## config.mk

```make
export PLATFORM = sky130hd
export DESIGN_NAME = irq_vec
export DESIGN_NICKNAME = d
export VERILOG_FILES = /design/src/core/irq_vec_pkg.sv /design/src/core/irq_vec.sv
export SDC_FILE = /design/constraint.sdc
export NUM_CORES = 1
export LEC_CHECK = 0
export ABC_AREA = 1
export BUFFER_PORTS_ARGS = -buffer_cell sky130_fd_sc_hd__buf_4
export CORE_ASPECT_RATIO = 1.2
export CORE_MARGIN = 4
export CORE_UTILIZATION = 51
export DETAILED_ROUTE_END_ITERATION = 16
export PLACE_DENSITY_LB_ADDON = 0.2
export SYNTH_ARGS = -nofsm -noshare
export SYNTH_HDL_FRONTEND = slang
export SYNTH_SLANG_ARGS = --single-unit
export TNS_END_PERCENT = 50
```

## constraint.sdc

```tcl
create_clock -name clk -period 72.2 [get_ports clk]
set_input_delay 7.22 -clock clk [delete_from_list [all_inputs] [get_ports clk]]
set_output_delay 7.22 -clock clk [all_outputs]
set_load 0.005 [all_outputs]
```

## src/core/irq_vec_pkg.sv

```systemverilog
package irq_vec_pkg;

    ////////////////////////////////////////////////////////////////////////////
    // request numbering and vector table layout
    localparam int          NUM_REQ          = 46;           // request numbers 0..45
    localparam logic [5:0]  REQ_NONE         = 6'h3F;        // no request selected
    localparam logic [23:0] PRIMARY_BASE     = 24'h000014;   // primary_vector_table entry of request 0
    localparam logic [23:0] ALTERNATE_BASE   = 24'h000114;   // alternate_vector_table entry of request 0
    localparam logic [7:0]  VECTOR_OFFSET    = 8'h08;        // vector number of request 0
    localparam logic [45:0] RESERVED_MASK    = 46'h2000_0004_8000; // requests 15, 18, 45

    // request numbers of note
    localparam int REQ_EXT0    = 0;
    localparam int REQ_DMA0    = 4;
    localparam int REQ_UART2TX = 31;
    localparam int REQ_UART2RX = 30;
    localparam int REQ_EXT2    = 29;
    localparam int REQ_TIMER5  = 28;
    localparam int REQ_COMP8   = 44;

    // sources whose priority lives in the coined registers but whose request
    // number lies beyond the vector table kept here (46 and up)
    localparam int NUM_EXTRA   = 6;   // timer6, dma_ch4, timer8, i2c2 m/s, timer7

    ////////////////////////////////////////////////////////////////////////////
    // register map (word index, chosen)
    localparam logic [3:0]  ADDR_PRIO_BASE   = 4'h0;   // indices 0..12: priority_ctrl_0..12 style
    localparam logic [3:0]  ADDR_PRIO_7      = 4'h7;
    localparam logic [3:0]  ADDR_PRIO_11     = 4'hB;
    localparam logic [3:0]  ADDR_PRIO_12     = 4'hC;
    localparam logic [3:0]  ADDR_CTRL        = 4'hD;   // bit0 table select, bits 15..1 read zero
    localparam logic [3:0]  ADDR_STATUS      = 4'hE;   // selected request and priority
    localparam logic [3:0]  ADDR_VECTOR      = 4'hF;   // selected vector address low 16 bits

    localparam logic [15:0] PRIO_RESET       = 16'h4444;   // every field 100
    localparam logic [15:0] PRIO11_MASK      = 16'h7707;   // bits 7-3 unimplemented
    localparam logic [15:0] PRIO_MASK        = 16'h7777;
    localparam logic [2:0]  PRIO_OFF         = 3'h0;       // field value that disables

    // bus carrier
    typedef struct packed {
        logic [3:0]  addr;
        logic [15:0] wdata;
        logic        wr;
        logic        rd;
    } bus_req_t;

    // answer to the core
    typedef struct packed {
        logic        valid;
        logic [5:0]  req;
        logic [7:0]  vector;
        logic [23:0] addr;
        logic [2:0]  prio;
    } vec_out_t;

endpackage

```

## src/core/irq_vec.sv

```systemverilog
// Operation
// - request 0 external irq 0, entries 014/114
// - request 4 dma0; entries two apart
// - requests 1,2,3 capture1, compare1, timer1
// - requests 9,10 spi1 error, done
// - requests 11,12 uart1 rx/tx; 13 adc1
// - request 14 dma1; 15 reserved
// - requests 16,17 i2c1; 18 reserved; 19 notify
// - request 20 ext irq 1; 21 adc2
// - requests 22,23 capture 7 and 8
// - request 24 dma2; 25..29 comp, timers, ext2
// - requests 30,31 uart2; 32 spi2 error
// - request 36 dma3; 34,35 can sources
// - requests 37..40 capture 3..6
// - requests 41..44 compare 5..8; 45 reserved
// - 3-bit priority field, zero disables
// - register 7 fields, reset 100, gaps zero
// - register 11 fields, bits 7-3 zero
// - register 12 fields, reset 100
// - core level is top bit over three
//
// Design decisions made here: the placing of the registers and strobed register access.
`timescale 1ns/1ps
`default_nettype none

module irq_vec
    import irq_vec_pkg::*;
(
    input  wire logic                  clk,
    input  wire logic                  rst_n,
    input  wire bus_req_t              bus,        // register port
    output logic [15:0]                rdata,      // read data, cycle after rd
    input  wire logic [NUM_REQ-1:0]    irq_src,    // pending flags, same clock
    input  wire logic [NUM_EXTRA-1:0]  extra_src,  // sources past request 45
    input  wire logic [2:0]            core_status_level, // status field of core
    input  wire logic                  core_level_top_bit, // core control bit
    output vec_out_t                   vec,        // registered choice
    output logic                       irq_to_core // level above core level
);

    ////////////////////////////////////////////////////////////////////////////
    // priority registers: thirteen words, four 3-bit fields each, three in word 11
    logic [15:0] prio_q [0:12];   // priority words
    logic        tbl_sel_q;       // 0 primary, 1 alternate
    logic [15:0] rdata_q;         // read data flop

    // write path and reset
    always_ff @(posedge clk) begin
        if (!rst_n) begin
            for (int i = 0; i < 13; i++) begin
                prio_q[i] <= (i == 11) ? (PRIO_RESET & PRIO11_MASK) : PRIO_RESET;
            end
        end else if (bus.wr && (bus.addr <= ADDR_PRIO_12)) begin
            // unimplemented bits never store
            if (bus.addr == ADDR_PRIO_11) begin
                prio_q[bus.addr] <= bus.wdata & PRIO11_MASK;
            end else begin
                prio_q[bus.addr] <= bus.wdata & PRIO_MASK;
            end
        end
    end

    // table select control
    always_ff @(posedge clk) begin
        if (!rst_n) begin
            tbl_sel_q <= 1'b0;
        end else if (bus.wr && bus.addr == ADDR_CTRL) begin
            tbl_sel_q <= bus.wdata[0];
        end
    end

    ////////////////////////////////////////////////////////////////////////////
    // field extraction: request n reads word n/4, field n%4
    logic [2:0] prio_of [0:NUM_REQ-1];  // effective priority per request
    logic [NUM_REQ-1:0] live;           // pending, enabled, not reserved

    genvar g;
    generate
        for (g = 0; g < NUM_REQ; g++) begin : g_req
            // field 0 at bits 2-0 up to field 3 at bits 14-12
            assign prio_of[g] = prio_q[g / 4][(g % 4) * 4 +: 3];
            // reserved numbers are masked; zero field disables
            assign live[g] = irq_src[g] && !RESERVED_MASK[g] && (prio_of[g] != PRIO_OFF);
        end
    endgenerate

    ////////////////////////////////////////////////////////////////////////////
    // arbitration: strict greater keeps the lower number on a tie
    logic [5:0] win_req;    // winning request number
    logic [2:0] win_prio;   // its priority

    always_comb begin
        win_req  = REQ_NONE;
        win_prio = PRIO_OFF;
        for (int i = 0; i < NUM_REQ; i++) begin
            if (live[i] && (prio_of[i] > win_prio)) begin
                win_req  = 6'(i);
                win_prio = prio_of[i];
            end
        end
    end

    // current core level, four bits
    logic [3:0] core_level;   // top bit above status field
    assign core_level = {core_level_top_bit, core_status_level};

    ////////////////////////////////////////////////////////////////////////////
    // vector address: base plus two per request number
    logic [23:0] win_addr;    // table entry of winner
    always_comb begin
        // consecutive requests sit two address units apart
        win_addr = (tbl_sel_q ? ALTERNATE_BASE : PRIMARY_BASE) + {17'h0, win_req, 1'b0};
    end

    // registered answer to the core
    always_ff @(posedge clk) begin
        if (!rst_n) begin
            vec <= '0;
        end else begin
            vec.valid  <= (win_req != REQ_NONE);
            vec.req    <= win_req;
            vec.vector <= VECTOR_OFFSET + {2'h0, win_req};
            vec.addr   <= win_addr;
            vec.prio   <= win_prio;
        end
    end

    // request to core only above its present level; level 8+ masks all
    assign irq_to_core = vec.valid && ({1'b0, vec.prio} > core_level);

    ////////////////////////////////////////////////////////////////////////////
    // read path: one cycle latency, zero in cycles without rd
    always_ff @(posedge clk) begin
        if (!rst_n) begin
            rdata_q <= 16'h0000;
        end else if (bus.rd) begin
            if (bus.addr <= ADDR_PRIO_12) begin
                rdata_q <= prio_q[bus.addr];
            end else if (bus.addr == ADDR_CTRL) begin
                rdata_q <= {15'h0000, tbl_sel_q};
            end else if (bus.addr == ADDR_STATUS) begin
                rdata_q <= {6'h00, vec.valid, vec.prio, vec.req};
            end else begin
                rdata_q <= vec.addr[15:0];
            end
        end else begin
            rdata_q <= 16'h0000;
        end
    end
    assign rdata = rdata_q;

    // extra sources feed no vector here; kept for the core's wider table
    logic unused_extra;
    assign unused_extra = ^extra_src;
endmodule // irq_vec

`default_nettype wire

```

==> reports/metrics.csv, run 1 <==
metric;value;unit
status;complete, no violations;
antenna violations before repair;1;
n_diodes;0;
post-CTS setup buffer count;0;
post_cts resized;0;
crit end category;register;
1st-iter DRT viols;1135;
fin crit share;0.783;
number of port buffers;106;
post-route ant nets;0;
Tmin final;56.51;ns
CP max FO;11;
Post-synth ARST share;0;
unrepaired setup endpoints after global routing;false;
critical path arrival;56.90;ns
Syn Area/Cell;8.17;sq um
die span in y;197;microns
hold_buf cts;0;
setup slack at placement;15.34;ns
CTS H-tree lvls;1;
Setup violations, final;0;
slowest library cell on the worst path;o32a_2;
number of global-route vias before repair;12800;
remaining global-route overflow;0;
pwr/cell area;37.3;nW/um^2
startpoint types;input pin;
Min-Delay Path Class;register to register;
critical path required time;72.59;ns
post-layout util;0.581;
RePlAce Congestion;0.932;
CP Class;input pin to register;
YS warnings;0;
most used cell, CP;o21ai_0;
NumNets Final;2125;
Mapped Cells;1867;
die area;32800;sq um
first-pass GRT wire length;67.8;mm
Detailed Route WL;44.1;mm
Worst slew margin;0.296;
cts bufs inserted;22;
row count;69;
Area after DPL;16400;sq um
Worst path max stage delay;0.33;ns
Clock Skew;0.0201;ns
IO Pins;139;
Hold Vio Cnt, Final;0;
Leak;7.92;nW
Synth Cell Area;15300;sq um
#FFs+latches synth;225;
pin count of the biggest net entering global routing;49;
worst vdd ir;0.0240;mV
die width;166;microns
GRT Total Usage;0.261;
core area;29500;sq um
sum of negative setup slack;0;ns
Fmax achieved;0.0177;GHz
synthesis-to-layout area growth;12.4;%
Synth Flop Type;edfxtp_1;
CTS tree;done;
half-perimeter wire length after detailed placement;33.4;mm
via count;13400;
Max-Cap Viols;0;
Remaining DRCs;0;
setup ws final;15.69;ns
Finished Cell Area;17100;sq um
DRT Pass-1 Iters;6;
register area share after synthesis;0.419;
clock tree buffer depth;3;
layout cells sized above 1;0.196;
Synth cell types;64;
TritonCTS Sinks;225;
root buf cell;clkbuf_16;
EDFF count, synth;189;
worst skew pair latency;0.52;ns
Final Total Pwr;0.000639;W
Initial Util;0.517;
Clock transition at path regs;0.06;ns
Tightest Pin Transition;1.05;ns
vias per inst;5.60;
Slew Viols, Final;0;
routed len/inst;18.4;microns
kinds of logic (layout without fill, tap and decap cells):
logic type,after synthesis,after routing,share of synthesized area
flip-flops,225,225,0.419
AO/OA/AOI/OAI,313,313,0.130
other,1,55,0.000246
AND/OR/NAND/NOR,943,943,0.317
adder cells (fa/ha/maj),54,54,0.0443
buffers and inverters,331,417,0.0888
layout make-up:
type | instances | area [sq um]
fill | 2724 | 12400
multi-input combinational | 1365 | 7720
sequential | 225 | 6400
inverter | 266 | 1010
timing repair buffer | 111 | 833
clock buffer | 36 | 682
tap | 390 | 488
clock inverter | 4 | 25.0
worst max-delay path: cells and delay by family:
kind                       cells  cell delay [ns]
AOI/OAI and AO/OA             70            14.97
buffers and inverters         30             2.05
and+or+nand+nor              168            20.31
adders and majority gates     43            12.22
per-stage QoR:
step | hold slack (ns) | instances
global placement | 0.442 | 2357
floorplan | 0.421 | 1921
global route | 0.502 | 2397
finish | 0.463 | 2397
CTS | 0.461 | 2397
detailed placement | 0.456 | 2357
cells in the final DEF (no fill, tap or decap), types with 5 or more instances in the layout:
master / Yosys / layout
clkbuf_1: 38 / 6
nand3_2: 59 / 59
nand3_4: 8 / 8
nor3_1: 19 / 19
clkinv_1: 22 / 22
nor2_1: 196 / 194
edfxtp_1: 189 / 189
dfxtp_1: 36 / 36
o21ai_2: 12 / 12
o21a_1: 10 / 10
ha_1: 54 / 54
o211ai_1: 8 / 8
a221oi_1: 6 / 6
nand2_4: 35 / 35
a21oi_2: 8 / 8
o21ai_0: 125 / 125
inv_2: 14 / 14
clkbuf_16: 0 / 23
a22oi_1: 30 / 30
clkbuf_8: 0 / 5
o221ai_1: 12 / 12
inv_1: 226 / 226
nand2_2: 66 / 66
a21oi_1: 34 / 34
o21ai_1: 11 / 11
o31ai_1: 7 / 7
nand4_1: 19 / 19
nand3_1: 150 / 150
conb_1: 1 / 55
or2_2: 22 / 22
o22ai_1: 18 / 18
nand2_1: 351 / 351
buf_4: 24 / 111
layer usage:
metal / track usage / share of wire / vias to the layer above
li1: - / - / 6500
met1: 0.329 / 0.39 / 6275
met2: 0.455 / 0.49 / 545
met3: 0.0350 / 0.081 / 97
met4: 0.104 / 0.041 / 4
met5: 0.00725 / 0.00095 / -
path summary, 6_finish.rpt:
path	from	to	slack, ns	cells past startpoint
worst max register to register	prio_q[0][2]	vec[9]	21.97	312
worst min-delay path	tbl_sel_q	vec[11]	0.46	2
worst min register to register	tbl_sel_q	vec[11]	0.46	2
worst max-delay path	irq_src[0]	vec[9]	15.69	311
power by group:
part,leakage [nW],internal (W),switching [W]
Clock,0.344,0.0000646,0.0000484
Sequential,2.13,0.000153,0.00000849
Combinational,5.45,0.000139,0.000226
Total,7.92,0.000357,0.000283
synthesized netlist by cell type (all sizes together) (24+ instances only):
cell type  number  area share
a21oi          42       0.016
a22oi          30       0.015
buf            27       0.014
clkbuf         38      0.0093
clkinv         24      0.0061
dfxtp          36       0.047
edfxtp        189        0.37
ha             54       0.044
inv           242       0.060
nand2         452        0.14
nand3         217       0.097
nor2          200       0.050
o21ai         148       0.052
or2            24       0.010
sequential cells by signal (all words and copies together) (netlist names):
signal and count:
prio_q 189, tbl_sel_q 1, rdata 14, vec 21
Power figures use the tool's default switching activity.
==> run 2: changes to the inputs <==
--- a/config.mk
+++ b/config.mk
@@ -5,7 +5,7 @@
 export SDC_FILE = /design/constraint.sdc
 export NUM_CORES = 1
 export LEC_CHECK = 0
-export ABC_AREA = 1
+export ABC_AREA = 0
 export BUFFER_PORTS_ARGS = -buffer_cell sky130_fd_sc_hd__buf_4
 export CORE_ASPECT_RATIO = 1.2
 export CORE_MARGIN = 4
==> constraint.sdc (replaced) <==
create_clock -name clk -period 51 [get_ports clk]
set_input_delay 5.1 -clock clk [delete_from_list [all_inputs] [get_ports clk]]
set_output_delay 5.1 -clock clk [all_outputs]
set_load 0.005 [all_outputs]
==> run 2 against run 1 <==
The flow now finishes with violations (negative setup slack). Register-to-register slack lost 26 ns. Design area grew 36%. Clock skew shrank 0.0040 ns. Power grew 130%. Core utilization grew 14 points. Combinational power grew to 3.0 times the previous value. Sequential cell count is the same. Setup slack lost 24 ns. Non-clock buffer count grew 428. Largest power group unchanged.
==> reports/metrics.csv, run 2 <==
metric;value;unit;change
unrepaired setup endpoints after global routing;true;;was false
failing checks;negative setup slack;;
CP Launch Point;irq_src[0];;unchanged
Slew Viols, Final;0;;unchanged
setup ws final;-7.82;ns;was 15.69 ns
number of global-route vias before repair;16600;;was 12.8k
critical path required time;51.44;ns;was 72.59 ns
Syn Area/Cell;9.54;sq um;was 8.17 sq um
TritonCTS Sinks;225;;unchanged
Synth Cell Area;16600;sq um;was 15300 sq um
post-synth top area cell;edfxtp_1;;unchanged
Clock Skew;0.0160;ns;was 0.0201 ns
die area;35600;sq um;was 32800 sq um
leading cell type in the layout, fill and taps excluded;buf_4;;was nand2_1
Leak;9.73;nW;was 7.92 nW
Tightest Pin Transition;1.30;ns;was 1.05 ns
Post-synth top cells;189 x edfxtp_1, 179 x nand2_1, 157 x nor2_1;;was 351 x nand2_1, 226 x inv_1, 196 x nor2_1
r2r startpoint;prio_q[0][2];;unchanged
NumNets Final;2417;;was 2125
1st-iter DRT viols;2130;;was 1135
remaining global-route overflow;0;;unchanged
Min-Delay Path Class;register to register;;unchanged
DP Cell Count;2525;;was 2357
register area share after synthesis;0.384;;was 0.419
row count;72;;was 69
crit end category;register;;unchanged
half-perimeter wire length after detailed placement;42.1;mm;was 33.4 mm
via count;17000;;was 13.4k
fin crit share;1.15;;
Finished Cell Area;23300;sq um;was 17100 sq um
worst vdd ir;0.0557;mV;was 0.0240 mV
die span in y;206;microns;was 197 microns
number of port buffers;106;;unchanged
post-layout util;0.724;;was 0.581
max FFs per register;189;;unchanged
Mapped Cells;1745;;was 1867
CP max FO;4;;was 11
pin count of the biggest net entering global routing;53;;was 49
Largest Register;prio_q;;unchanged
pwr/cell area;63.2;nW/um^2;was 37.3 nW/um^2
CP Class;input pin to register;;unchanged
cts bufs inserted;20;;was 22
Fmax achieved;0.0170;GHz;
clock tree buffer depth;3;;unchanged
most frequent cells in the layout;530 x buf_4, 189 x edfxtp_1, 162 x nand2_1;;was 351 x nand2_1, 226 x inv_1, 194 x nor2_1
RePlAce Congestion;0.958;;was 0.932
critical path arrival;59.26;ns;was 56.90 ns
Area contributors post-synth;edfxtp_1 34%, mux4_2 7.9%, dfxtp_1 4.3%;;was edfxtp_1 37%, nand2_1 8.6%, inv_1 5.6%
YS warnings;0;;unchanged
slowest library cell on the worst path;or4_4;;was o32a_2
Synth Flop Type;edfxtp_1;;unchanged
most used cell, CP;ha_4;;was o21ai_0
DRT Pass-1 Iters;7;;was 6
worst skew pair latency;0.51;ns;was 0.52 ns
CTS H-tree lvls;1;;unchanged
GRT Total Usage;0.308;;was 0.261
final instance count without filler cells;2704;;was 2397
routed len/inst;21.6;microns;was 18.4 microns
startpoint types;input pin;;unchanged
Worst Setup EP;vec[9];;unchanged
top cell type's share of synthesized area;0.341;;was 0.372
vias per inst;6.30;;was 5.60
Synth cell types;111;;was 64
most numerous cell in the Yosys netlist;edfxtp_1;;was nand2_1
Clock transition at path regs;0.07;ns;was 0.06 ns
Initial Util;0.516;;was 0.517
worst reg2reg setup slack;-3.60;ns;was 21.97 ns
Hold Vio Cnt, Final;0;;unchanged
Tmin final;58.82;ns;
Setup violations, final;20;;was 0
Post-synth ARST share;0;;unchanged
synthesis-to-layout area growth;40.3;%;was 12.4%
antenna violations before repair;4;;was 1
root buf cell;clkbuf_16;;unchanged
FF-to-FF End;vec[9];;unchanged
Worst path max stage delay;0.53;ns;was 0.33 ns
Remaining DRCs;0;;unchanged
Worst slew margin;0.129;;was 0.296
die width;173;microns;was 166 microns
r2r worst-path depth;313;;was 312
Detailed Route WL;58.4;mm;was 44.1 mm
post-route ant nets;0;;unchanged
#FFs+latches synth;225;;unchanged
core area;32300;sq um;was 29500 sq um
status;finished with violations;;was complete, no violations
Max-Cap Viols;0;;unchanged
Hold Path Origin;tbl_sel_q;;unchanged
IO Pins;139;;unchanged
CTS tree;done;;unchanged
Area after DPL;20800;sq um;was 16400 sq um
EDFF count, synth;189;;unchanged
layout cells sized above 1;0.411;;was 0.196
first-pass GRT wire length;87.6;mm;was 67.8 mm
run 2: cell types whose count changed after synthesis, moves of 25 or more:
cell | previous run | this run
and2_1 | 2 | 86
nand3_2 | 59 | 0
nand2_1 | 351 | 179
mux4_2 | 0 | 58
nand2_4 | 35 | 0
nand3_1 | 150 | 48
inv_1 | 226 | 97
nor2_1 | 196 | 157
a21oi_1 | 34 | 79
and3_1 | 2 | 52
o21ai_0 | 125 | 91
or3_1 | 0 | 39
nand2_2 | 66 | 0
nand2b_1 | 0 | 25
run 2: area by class of cell:
class / count / area [sq um]
Clock buffer: 24 / 547
Antenna cell: 2 / 5.00
Fill cell: 2224 / 8910
Clock inverter: 10 / 77.6
Inverter: 97 / 372
Timing Repair Buffer: 539 / 4090
Sequential cell: 225 / 6400
Multi-Input combinational cell: 1400 / 11300
Tap cell: 407 / 509
run 2: timing repair:
item                       CTS  global route
hold buffers                 0             0
gates cloned                 0             0
setup endpoints to repair   20            20
pin swaps                  147           172
gates resized for setup    100            81
setup buffers              103            44
run 2: how the worst min path moves through the flow:
stage                          to  cells after the start
final                     vec[11]                      1
after global routing      vec[11]                      1
after CTS                 vec[11]                      1
after detailed placement  vec[11]                      1
after global placement    vec[11]                      1
after floorplan           vec[11]                      1
run 2: layer usage:
layer | wire length (microns) | up-vias | part of all wire | track usage
met5 | 0 | - | 0 | 0
met4 | 3710 | 0 | 0.063 | 0.167
met3 | 4440 | 254 | 0.076 | 0.0344
met2 | 29700 | 905 | 0.51 | 0.559
met1 | 20500 | 8192 | 0.35 | 0.360
li1 | - | 7676 | - | -
run 2: worst max-delay path: cells and delay by family:
kind,cells,cell delay [ns]
AOI/OAI and AO/OA,128,21.49
adders and majority gates,49,13.07
and+or+nand+nor,116,15.17
buffers and inverters,11,1.25
muxes,10,3.13
run 2: kinds of logic (layout without fill, tap and decap cells):
kind of cell | after synthesis | in the layout | synth area share
and+or+nand+nor | 715 | 715 | 0.219
xor gates and xnor gates | 1 | 1 | 0.000526
other | 1 | 57 | 0.000225
buffers and inverters | 174 | 670 | 0.0445
DFF | 225 | 225 | 0.384
adders and majority gates | 71 | 71 | 0.0508
muxes | 76 | 76 | 0.0906
AOI/OAI and AO/OA | 482 | 482 | 0.210
run 2: report_power, final:
group          total (W)  switching [W]  internal, W
clock network   0.000148      0.0000661    0.0000816
registers       0.000238      0.0000190     0.000219
logic            0.00109       0.000495     0.000594
run 2: through the flow:
step	hold slack [ns]	TNS (ns)	setup slack [ns]	total power [W]
after global routing	0.523	-198.98	-10.31	0.00156
after floorplan	0.443	-112.56	-6.16	0.000773
after detailed placement	0.483	-161.75	-8.45	0.00108
final	0.505	-149.43	-7.82	0.00147
after CTS	0.498	-131.01	-6.89	0.00135
after global placement	0.479	-131.68	-6.95	0.00106
